===== src/verilog/smf_defines.vh =====
`ifndef SMF_DEFINES_VH
`define SMF_DEFINES_VH
// Register addresses
`define SMF_ADDR_CONFIG   8'hFC
`define SMF_ADDR_MASK     8'hFD
`define SMF_ADDR_STATUS   8'hFE
`define SMF_ADDR_DATA     8'hFF
// Config fields
`define SMF_CFG_EN        0
`define SMF_CFG_CPHA      1
`define SMF_CFG_CPOL      2
`define SMF_CFG_LSB       3
`define SMF_CFG_RATE_HI   6
`define SMF_CFG_RATE_LO   4
// Status fields
`define SMF_ST_TX_SPACE   0
`define SMF_ST_TX_EMPTY   1
`define SMF_ST_RX_AVAIL   2
`define SMF_ST_RX_FULL    3
// Reset values
`define SMF_RST_CONFIG    7'h02
`define SMF_RST_MASK      4'hF
`define SMF_RST_STATUS    4'h3
// Depths
`define SMF_FIFO_DEPTH    2'h2
`endif


===== src/verilog/smf_spi_master.v =====
`timescale 1ns/1ps
`include "smf_defines.vh"
module smf_spi_master (
  // Clock and reset
  input  wire       mclk,
  input  wire       sys_rst,
  // Register port
  input  wire [7:0] reg_addr,
  input  wire       reg_wr,
  input  wire       reg_rd,
  input  wire [7:0] reg_wdata,
  output reg  [7:0] reg_rdata,
  // Interrupt
  output wire       irq,
  // Serial pins
  output reg        serial_clock_out,
  output reg        master_data_out,
  input  wire       master_data_in
);

  ////////////////////////////////////////////////////////////////////////////
  // Registers
  reg  [6:0] spi_master_config_q;
  reg  [3:0] spi_master_irq_mask_q;
  wire       master_enable    = spi_master_config_q[`SMF_CFG_EN];
  wire       clock_phase_b    = spi_master_config_q[`SMF_CFG_CPHA];
  wire       clock_polarity_a = spi_master_config_q[`SMF_CFG_CPOL];
  wire       bit_order        = spi_master_config_q[`SMF_CFG_LSB];
  wire [2:0] serial_clock_rate = spi_master_config_q[`SMF_CFG_RATE_HI:`SMF_CFG_RATE_LO];

  wire wr_cfg  = reg_wr && (reg_addr == `SMF_ADDR_CONFIG);
  wire wr_mask = reg_wr && (reg_addr == `SMF_ADDR_MASK);
  wire wr_data = reg_wr && (reg_addr == `SMF_ADDR_DATA);
  wire rd_data = reg_rd && (reg_addr == `SMF_ADDR_DATA);

  always @(posedge mclk) begin
    if (sys_rst) begin
      spi_master_config_q   <= `SMF_RST_CONFIG;
      spi_master_irq_mask_q <= `SMF_RST_MASK;
    end else begin
      if (wr_cfg)
        spi_master_config_q <= reg_wdata[6:0];
      if (wr_mask)
        spi_master_irq_mask_q <= reg_wdata[3:0];
    end
  end

  ////////////////////////////////////////////////////////////////////////////
  // Transmit FIFO
  reg  [7:0] tx_mem [0:1];
  reg        tx_wp_q;
  reg        tx_rp_q;
  reg  [1:0] tx_cnt_q;
  wire       tx_full  = (tx_cnt_q == `SMF_FIFO_DEPTH);
  wire       tx_empty = (tx_cnt_q == 2'h0);
  wire       tx_push  = wr_data && !tx_full;
  wire       tx_pop;

  always @(posedge mclk) begin
    if (sys_rst) begin
      tx_wp_q  <= 1'b0;
      tx_rp_q  <= 1'b0;
      tx_cnt_q <= 2'h0;
    end else begin
      if (tx_push) begin
        tx_mem[tx_wp_q] <= reg_wdata;
        tx_wp_q         <= ~tx_wp_q;
      end
      if (tx_pop)
        tx_rp_q <= ~tx_rp_q;
      if (tx_push && !tx_pop)
        tx_cnt_q <= tx_cnt_q + 2'h1;
      else if (tx_pop && !tx_push)
        tx_cnt_q <= tx_cnt_q - 2'h1;
    end
  end

  ////////////////////////////////////////////////////////////////////////////
  // Receive FIFO
  reg  [7:0] rx_mem [0:1];
  reg        rx_wp_q;
  reg        rx_rp_q;
  reg  [1:0] rx_cnt_q;
  wire       rx_full  = (rx_cnt_q == `SMF_FIFO_DEPTH);
  wire       rx_empty = (rx_cnt_q == 2'h0);
  wire       rx_pop   = rd_data && !rx_empty;
  wire       rx_push;
  wire [7:0] rx_byte;

  always @(posedge mclk) begin
    if (sys_rst) begin
      rx_wp_q  <= 1'b0;
      rx_rp_q  <= 1'b0;
      rx_cnt_q <= 2'h0;
    end else begin
      if (rx_push) begin
        rx_mem[rx_wp_q] <= rx_byte;
        rx_wp_q         <= ~rx_wp_q;
      end
      if (rx_pop)
        rx_rp_q <= ~rx_rp_q;
      if (rx_push && !rx_pop)
        rx_cnt_q <= rx_cnt_q + 2'h1;
      else if (rx_pop && !rx_push)
        rx_cnt_q <= rx_cnt_q - 2'h1;
    end
  end

  ////////////////////////////////////////////////////////////////////////////
  // Status and interrupt
  wire [3:0] status;
  assign status[`SMF_ST_RX_FULL]  = rx_full;
  assign status[`SMF_ST_RX_AVAIL] = !rx_empty;
  assign status[`SMF_ST_TX_EMPTY] = tx_empty;
  assign status[`SMF_ST_TX_SPACE] = !tx_full;
  assign irq = |(status & ~spi_master_irq_mask_q);

  always @(posedge mclk) begin
    if (sys_rst) begin
      reg_rdata <= 8'h00;
    end else if (reg_rd) begin
      if (reg_addr == `SMF_ADDR_CONFIG)
        reg_rdata <= {1'b0, spi_master_config_q};
      else if (reg_addr == `SMF_ADDR_MASK)
        reg_rdata <= {4'h0, spi_master_irq_mask_q};
      else if (reg_addr == `SMF_ADDR_STATUS)
        reg_rdata <= {4'h0, status};
      else if (reg_addr == `SMF_ADDR_DATA)
        reg_rdata <= rx_empty ? 8'h00 : rx_mem[rx_rp_q];
      else
        reg_rdata <= 8'h00;
    end
  end

  ////////////////////////////////////////////////////////////////////////////
  // Serial engine state
  localparam ST_IDLE = 1'b0;
  localparam ST_XFER = 1'b1;
  reg        state_q;
  reg  [5:0] div_q;
  reg  [5:0] half_lim;
  reg  [7:0] sh_q;
  reg  [7:0] rxs_q;
  reg  [3:0] edge_q;
  reg        sclk_act_q;
  reg        mosi_q;
  reg        din_meta_q;
  reg        din_sync_q;
  reg  [2:0] samp_pipe_q;
  reg  [2:0] last_pipe_q;
  wire [7:0] tx_head    = tx_mem[tx_rp_q];
  wire       tick       = (div_q == half_lim);
  wire       tail_busy  = |last_pipe_q;
  wire       start      = master_enable && !tx_empty && !rx_full && !tail_busy;
  wire       last_edge  = (edge_q == 4'hF);
  wire       run        = master_enable && (state_q == ST_XFER) && tick;
  wire       lead       = !edge_q[0];
  wire       sample_now = clock_phase_b ? !lead : lead;
  wire [7:0] rx_next    = bit_order ? {din_sync_q, rxs_q[7:1]} : {rxs_q[6:0], din_sync_q};
  assign tx_pop  = (state_q == ST_IDLE) && start;
  assign rx_byte = samp_pipe_q[2] ? rx_next : rxs_q;
  assign rx_push = last_pipe_q[2];

  ////////////////////////////////////////////////////////////////////////////
  // Input synchroniser
  always @(posedge mclk) begin
    if (sys_rst) begin
      din_meta_q <= 1'b0;
      din_sync_q <= 1'b0;
    end else begin
      din_meta_q <= master_data_in;
      din_sync_q <= din_meta_q;
    end
  end

  ////////////////////////////////////////////////////////////////////////////
  // Clock divider: half period of 2^rate cycles, 32 cycles for rates 5 to 7
  always @* begin
    case (serial_clock_rate)
      3'h0:    half_lim = 6'h00;
      3'h1:    half_lim = 6'h01;
      3'h2:    half_lim = 6'h03;
      3'h3:    half_lim = 6'h07;
      3'h4:    half_lim = 6'h0F;
      default: half_lim = 6'h1F;
    endcase
  end

  always @(posedge mclk) begin
    if (sys_rst) begin
      div_q <= 6'h00;
    end else if (!master_enable || state_q == ST_IDLE || tick) begin
      div_q <= 6'h00;
    end else begin
      div_q <= div_q + 6'h01;
    end
  end

  ////////////////////////////////////////////////////////////////////////////
  // Transfer sequencing and edge count
  always @(posedge mclk) begin
    if (sys_rst) begin
      state_q    <= ST_IDLE;
      edge_q     <= 4'h0;
      sclk_act_q <= 1'b0;
    end else begin
      case (state_q)
        ST_IDLE: begin
          edge_q     <= 4'h0;
          sclk_act_q <= 1'b0;
          if (tx_pop) begin
            state_q <= ST_XFER;
          end
        end
        ST_XFER: begin
          if (run) begin
            edge_q     <= edge_q + 4'h1;
            sclk_act_q <= ~sclk_act_q;
            if (last_edge) begin
              state_q <= ST_IDLE;
            end
          end
        end
        default: begin
          state_q <= ST_IDLE;
        end
      endcase
    end
  end

  ////////////////////////////////////////////////////////////////////////////
  // Transmit shifter
  always @(posedge mclk) begin
    if (sys_rst) begin
      sh_q   <= 8'h00;
      mosi_q <= 1'b0;
    end else if (tx_pop) begin
      if (clock_phase_b) begin
        sh_q <= tx_head;
      end else begin
        mosi_q <= bit_order ? tx_head[0] : tx_head[7];
        sh_q   <= bit_order ? {1'b0, tx_head[7:1]} : {tx_head[6:0], 1'b0};
      end
    end else if (run && !sample_now) begin
      mosi_q <= bit_order ? sh_q[0] : sh_q[7];
      sh_q   <= bit_order ? {1'b0, sh_q[7:1]} : {sh_q[6:0], 1'b0};
    end
  end

  ////////////////////////////////////////////////////////////////////////////
  // Receive sampling, delayed for pin lag and synchroniser
  always @(posedge mclk) begin
    if (sys_rst) begin
      samp_pipe_q <= 3'h0;
      last_pipe_q <= 3'h0;
    end else begin
      samp_pipe_q <= {samp_pipe_q[1:0], run && sample_now};
      last_pipe_q <= {last_pipe_q[1:0], run && last_edge};
    end
  end

  always @(posedge mclk) begin
    if (sys_rst) begin
      rxs_q <= 8'h00;
    end else if (samp_pipe_q[2]) begin
      rxs_q <= rx_next;
    end
  end

  ////////////////////////////////////////////////////////////////////////////
  // Pin registers, clock and data aligned
  always @(posedge mclk) begin
    if (sys_rst) begin
      serial_clock_out <= 1'b0;
      master_data_out  <= 1'b0;
    end else begin
      serial_clock_out <= sclk_act_q ^ clock_polarity_a;
      master_data_out  <= mosi_q;
    end
  end

endmodule // smf_spi_master

===== config.mk =====
export PLATFORM = sky130hd
export DESIGN_NAME = smf_spi_master
export DESIGN_NICKNAME = d
export VERILOG_FILES = /design/src/verilog/smf_spi_master.v
export VERILOG_INCLUDE_DIRS = /design/src /design/src/verilog
export SDC_FILE = /design/constraint.sdc
export NUM_CORES = 1
export LEC_CHECK = 0
export BUFFER_PORTS_ARGS = -buffer_cell sky130_fd_sc_hd__buf_4
export CAP_MARGIN = 10
export CORE_MARGIN = 5
export CORE_UTILIZATION = 60
export CTS_CLUSTER_SIZE = 30
export DETAILED_ROUTE_END_ITERATION = 7
export MAX_ROUTING_LAYER = met4
export PLACE_DENSITY = 0.88
export SYNTH_ARGS = -nofsm -noshare
export SYNTH_HDL_FRONTEND = slang
export SYNTH_SLANG_ARGS = --single-unit

===== constraint.sdc =====
create_clock -name mclk -period 3.39 [get_ports mclk]
set_clock_uncertainty 0.1 [all_clocks]
set_input_delay 0.678 -clock mclk [delete_from_list [all_inputs] [get_ports mclk]]
set_output_delay 0.678 -clock mclk [all_outputs]
set_load 0.01 [all_outputs]

After elaboration in Yosys (flattened, before gate mapping)
Memory sizes are Yosys's and may differ from the RTL's. A register that Yosys moved wholly into a read port is not among the register bits.
Cells that the tools add are included.
Storage, ports and cells
  flip-flop bits (word level): 66
  bits in writable memories: 32
  bits of input ports: 21
  output and inout port bits: 11
  logic and storage cells: 137
  memories kept: 2
Memories
  rx_mem: depth 2, width 8, read ports 1, clocked after Yosys merged registers in 1, write ports 1, RTL line smf_spi_master.v:80  | reg [7:0] rx_mem [0:1];
  tx_mem: depth 2, width 8, read ports 1, clocked after Yosys merged registers in 1, write ports 1, RTL line smf_spi_master.v:50  | reg [7:0] tx_mem [0:1];
Cells by class
  add/subtract/negate cells: 6
  equality and inequality tests: 14
  mux-type cells: 41
  bitwise gates (word level): 9
  reductions and logical operators: 43
Operators by type and width (number)
  $mux 8: 12
  $eq 8x8->1 const B: 4
  $pmux 5 s5: 1
  $mux 1: 20
  $logic_and 1x1->1: 19
  $logic_not 1->1: 12
  $mux 2: 4
  $pmux 4 s2: 1
  $add 6x1->6 const B: 1
  $eq 3x2->1 const B: 2
  $eq 6x6->1: 1
  $not 1->1: 6
  $reduce_bool 2->1: 3
  $add 2x1->2 const B: 2
  $add 4x1->4 const B: 1
  $and 4x4->4: 1
  $eq 2x2->1 const B: 2
  $eq 4x4->1 const B: 1
  $logic_not 2->1: 2
  $mux 4: 1
  $not 4->4: 1
  $pmux 1 s2: 2
  $reduce_or 4->1: 1
  $sub 2x1->2 const B: 2
  10 further kinds: 11

Longest topological paths before layout
  depth in word-level cells: 9
  gate-level depth with buffers: 8
  depth with buffers taken out: 8

Least setup slack after synthesis
OpenSTA, ideal clock, no wires.
  path kind: input -> register
  from: input port reg_rd
  to: register rx_cnt_q[1]
  setup time: 0.070 ns
  arrival: 2.399 ns
  required time: 3.220 ns
  setup slack: 0.821 ns
  stages: 7
  path buffers: 2
  cell sequence: clkbuf_2 inv_1 or4_1 clkbuf_1 ha_1 or3_1 a21oi_1
On the way
  cells in the longest elaborated chain, start to end: 5
  elaborated cells between the ends (all ways): 7
  classes of those cells: mux (1); reduce/logical (6)
RTL lines
  start: declaration: RTL line smf_spi_master.v:10  | input wire reg_rd,
  $logic_and 1x1->1 (*): RTL line smf_spi_master.v:34  | wire rd_data = reg_rd && (reg_addr == `SMF_ADDR_DATA);
  $logic_and 1x1->1 (*): RTL line smf_spi_master.v:86  | wire rx_pop = rd_data && !rx_empty;
  $logic_not 1->1: RTL line smf_spi_master.v:102  | if (rx_push && !rx_pop)
  $logic_and 1x1->1: RTL line smf_spi_master.v:102
  $mux 2 / $reduce_bool 2->1 (equally long branches)
  end signal: assignment: RTL line smf_spi_master.v:103  | rx_cnt_q <= rx_cnt_q + 2'h1;
  end signal: assignment: RTL line smf_spi_master.v:105  | rx_cnt_q <= rx_cnt_q - 2'h1;
  end: declaration: RTL line smf_spi_master.v:83  | reg [1:0] rx_cnt_q;
Every way passes the cells marked *; elsewhere a longest branch is shown, timed or not.
A chain may end at the register's enable or synchronous reset.

Final worst setup path
  from: register spi_master_config_q[5]
  to: register edge_q[3]
On the way
  cells in the longest elaborated chain, start to end: 5
  elaborated cells between the ends (all ways): 9
  classes of those cells: eq/ne (6); mux (1); reduce/logical (2)
RTL lines
  start: declaration: RTL line smf_spi_master.v:23  | reg [6:0] spi_master_config_q;
  start signal: assignment: RTL line smf_spi_master.v:38  | spi_master_config_q <= `SMF_RST_CONFIG;
  start signal: assignment: RTL line smf_spi_master.v:42  | spi_master_config_q <= reg_wdata[6:0];
  $eq 3x3->1 (tied with other cells): RTL line smf_spi_master.v:179  | case (serial_clock_rate)
  $pmux 5 s5 (*): RTL line smf_spi_master.v:179
  $eq 6x6->1 (*): RTL line smf_spi_master.v:152  | wire tick = (div_q == half_lim);
  $logic_and 1x1->1 (*): RTL line smf_spi_master.v:156  | wire run = master_enable && (state_q == ST_XFER) && tick;
  $ne 2x1->1 (no source line) (*)
  end signal: assignment: RTL line smf_spi_master.v:217  | edge_q <= edge_q + 4'h1;
  end: declaration: RTL line smf_spi_master.v:144  | reg [3:0] edge_q;
Marks and branches as above.

==> load_flow_metrics.sql <==
INSERT INTO impl_metrics (metric_group, metric, value, unit) VALUES
('run_status', 'run_status', 'finished, final reports clean', ''),
('logic_synthesis', 'synth_edf_count', '32', ''),
('power', 'vdd_ir_drop_max', '324', 'µV'),
('global_routing', 'grt-busiest-layer', 'met2', ''),
('global_routing', 'grt-ovfl-total', '0', ''),
('logic_synthesis', 'synth_top_flop_cell', 'sky130_fd_sc_hd__dfxtp_1', ''),
('clock_tree', 'numClockSinks', '100', ''),
('clock_tree', 'postCtsSetupRepairBufs', '0', ''),
('drt', 'remaining_drc_errors', '0', ''),
('worst_setup_path', 'timing.critical_path.fanout_max', '24', ''),
('power', 'power_total', '2080', 'µW'),
('place', 'dp.final_hpwl', '6440', 'µm'),
('floorplan', 'start_util', '0.614', ''),
('logic_synthesis', 'synthesis.area', '4430', 'µm²'),
('place', 'gpl.final_weighted_congestion', '0.952', ''),
('sta', 'fin_crit_sh', '0.736', ''),
('place', 'port_buffers', '31', ''),
('clock_tree', 'h_tree_depth', '3', ''),
('drt', 'route.final.wire_length', '9070', 'µm'),
('logic_synthesis', 'syn-instance-count', '427', ''),
('sta', 'timing.fmax', '401', 'MHz'),
('global_routing', 'grt_first_pass_wirelength', '15000', 'µm'),
('global_routing', 'vias_in_the_first_global_route', '3114', ''),
('sta', 'worst_relative_slew_slack', '0.407', ''),
('sta', 'hold_violations', '0', ''),
('clock_tree', 'cts_hold_buf', '0', ''),
('worst_setup_path', 'critical_path_class', 'reg2reg', ''),
('clock_tree', 'root_buffer', 'sky130_fd_sc_hd__clkbuf_8', ''),
('logic_synthesis', 'ys_types', '58', ''),
('place', 'placed_instances', '536', ''),
('logic_synthesis', 'ys_ff_latch', '100', ''),
('floorplan', 'die-width', '96.0', 'µm'),
('job', 'maxCapViolCount', '0', ''),
('logic_synthesis', 'synth.most_common_cell', 'sky130_fd_sc_hd__dfxtp_1', ''),
('floorplan', 'top_level_ports', '32', ''),
('power', 'powerDensity', '423', 'nW/µm²'),
('worst_setup_path', 'required_time_worst_endpoint', '3.59', 'ns'),
('worst_setup_path', 'cp-end-kind', 'flip-flop', ''),
('sta', 'setup_repair_after_global_routing_missed_its_margin', 'false', ''),
('final_layout', 'fillers', '568', ''),
('drt', 'dr.pass1.iters', '5', ''),
('logic_synthesis', 'synth-warning-count', '0', ''),
('logic_synthesis', 'post_synth_main_area_contributors', 'sky130_fd_sc_hd__dfxtp_1 31%, sky130_fd_sc_hd__edfxtp_1 22%, sky130_fd_sc_hd__mux2i_1 8.4%', ''),
('clock_tree', 'path_clk_slew', '0.10', 'ns'),
('final_layout', 'n_antenna_cell', '0', ''),
('floorplan', 'die-height', '96.0', 'µm'),
('logic_synthesis', 'yosysSeqAreaShare', '0.524', ''),
('drt', 'detail-route-antenna-nets', '0', ''),
('floorplan', 'row_count', '31', ''),
('sta', 'whs', '0.347', 'ns'),
('power', 'leakage', '0.00176', 'µW'),
('worst_setup_path', 'arrival', '2.69', 'ns'),
('logic_synthesis', 'synth.top_cells.by_count', '68 x sky130_fd_sc_hd__dfxtp_1, 42 x sky130_fd_sc_hd__nor2_1, 37 x sky130_fd_sc_hd__mux2i_1', ''),
('final_layout', 'nNetsFinal', '473', ''),
('logic_synthesis', 'synth_nets', '452', ''),
('sta', 'worst_slew_pin_slew', '0.890', 'ns'),
('global_routing', 'grt_max_degree', '62', ''),
('final_layout', 'utilization', '0.681', ''),
('final_layout', 'final_cells', '552', ''),
('sta', 'final_setup_violation_count', '0', ''),
('drt', 'avgViaCountPerCell', '5.88', ''),
('drt', 'wl_per_cell', '16.4', 'µm'),
('clock_tree', 'cts_buffers', '9', ''),
('global_routing', 'track_usage', '0.219', ''),
('logic_synthesis', 'share_of_synthesized_registers_carrying_an_async_set_or_reset', '0', ''),
('clock_tree', 'cts_tree', 'done', ''),
('sta', 'totalNegativeSetupSlack', '0', 'ns'),
('floorplan', 'dieArea', '9210', 'µm²'),
('logic_synthesis', 'dominant_cell_type_by_area_after_synthesis', 'sky130_fd_sc_hd__dfxtp_1', ''),
('global_routing', 'fraction_of_met3_tracks_used_by_global_routing', '0.0539', ''),
('floorplan', 'coreArea', '7210', 'µm²');
==> layout make-up <==
cell class	instances	area, µm²	area share
clock buffer	10	128	0.0260
multi-input combinational	294	1960	0.400
sequential	100	2320	0.473
inverter	7	26.3	0.00535
timing repair buffer	36	270	0.0550
tap	99	124	0.0252
clock inverter	6	78.8	0.0160
==> power by group <==
part,switching (µW),internal [µW]
Combinational,30.2,22.9
Clock,435,359
Sequential,1.10,1230
==> cell families (layout without fill, tap and decap cells) <==
family / Yosys count / after routing / synth area share
simple gates: 151 / 151 / 0.176
flops: 100 / 100 / 0.524
xor+xnor: 15 / 15 / 0.0296
compound gates: 84 / 84 / 0.135
mux: 40 / 40 / 0.0912
fa+ha+maj: 4 / 4 / 0.0113
buf+inv: 33 / 59 / 0.0333
==> per-stage QoR <==
stage	instance area [µm²]	setup slack (ns)
floorplan	4430	0.821
global placement	4710	0.695
detailed placement	4710	0.638
CTS	4910	0.921
global route	4910	0.750
finish	4910	0.896
==> cell usage in the layout, fill, tap and decap left out, types with 2 or more instances in the layout <==
cell / Yosys / layout
sky130_fd_sc_hd__dfxtp_1: 68 / 68
sky130_fd_sc_hd__nor2_1: 42 / 42
sky130_fd_sc_hd__mux2i_1: 37 / 37
sky130_fd_sc_hd__buf_4: 1 / 36
sky130_fd_sc_hd__edfxtp_1: 32 / 32
sky130_fd_sc_hd__nor2b_1: 27 / 27
sky130_fd_sc_hd__nand2_1: 26 / 26
sky130_fd_sc_hd__a21oi_1: 22 / 22
sky130_fd_sc_hd__or3_1: 11 / 11
sky130_fd_sc_hd__nand3_1: 10 / 10
sky130_fd_sc_hd__o211ai_1: 10 / 10
sky130_fd_sc_hd__xor2_1: 10 / 10
sky130_fd_sc_hd__a31oi_1: 9 / 9
sky130_fd_sc_hd__o21ai_0: 9 / 9
sky130_fd_sc_hd__clkbuf_8: 0 / 9
sky130_fd_sc_hd__inv_1: 7 / 7
sky130_fd_sc_hd__a222oi_1: 6 / 6
sky130_fd_sc_hd__nand4_1: 5 / 5
sky130_fd_sc_hd__nand2b_1: 5 / 5
sky130_fd_sc_hd__nor3_1: 5 / 5
sky130_fd_sc_hd__xnor2_1: 5 / 5
sky130_fd_sc_hd__a211o_1: 5 / 5
sky130_fd_sc_hd__ha_1: 4 / 4
sky130_fd_sc_hd__o22ai_1: 3 / 3
sky130_fd_sc_hd__mux2_2: 3 / 3
sky130_fd_sc_hd__a21o_1: 3 / 3
sky130_fd_sc_hd__and3_1: 3 / 3
sky130_fd_sc_hd__o31ai_1: 3 / 3
sky130_fd_sc_hd__nor3b_1: 2 / 2
sky130_fd_sc_hd__o21a_1: 2 / 2
sky130_fd_sc_hd__or2_1: 2 / 2
sky130_fd_sc_hd__or4_1: 2 / 2
sky130_fd_sc_hd__nand3_2: 2 / 2
sky130_fd_sc_hd__inv_6: 0 / 2
sky130_fd_sc_hd__inv_8: 0 / 2
==> critical path, cell delays in order, from the launching register on <==
cell,delay (ns)
sky130_fd_sc_hd__dfxtp_1,0.61
sky130_fd_sc_hd__nor2_2,0.10
sky130_fd_sc_hd__a221oi_2,0.32
sky130_fd_sc_hd__o2111ai_2,0.48
sky130_fd_sc_hd__or4_1,0.67
sky130_fd_sc_hd__a21oi_1,0.14
==> layer usage <==
layer / part of all wire / wire length (µm)
met5: 0 / 0
met3: 0.057 / 518
met4: 0.012 / 105
met2: 0.50 / 4530
met1: 0.43 / 3920
==> flip-flops by register name (all words and copies together) (netlist names), 4 cells and up, named ones only <==
register               flops
spi_master_irq_mask_q      4
edge_q                     4
div_q                      6
tx_mem                    16
sh_q                       8
rx_mem                    16
reg_rdata                  8
rxs_q                      8
spi_master_config_q        7
==> path summary, 6_finish.rpt <==
kind	start	depth (start not counted)	slack (ns)	to
max	spi_master_config_q[5]	5	0.90	edge_q[3]
min	samp_pipe_q[1]	1	0.35	samp_pipe_q[2]
max reg2reg	spi_master_config_q[5]	5	0.90	edge_q[3]
min reg2reg	samp_pipe_q[1]	1	0.35	samp_pipe_q[2]
Power figures use the tool's default switching activity.
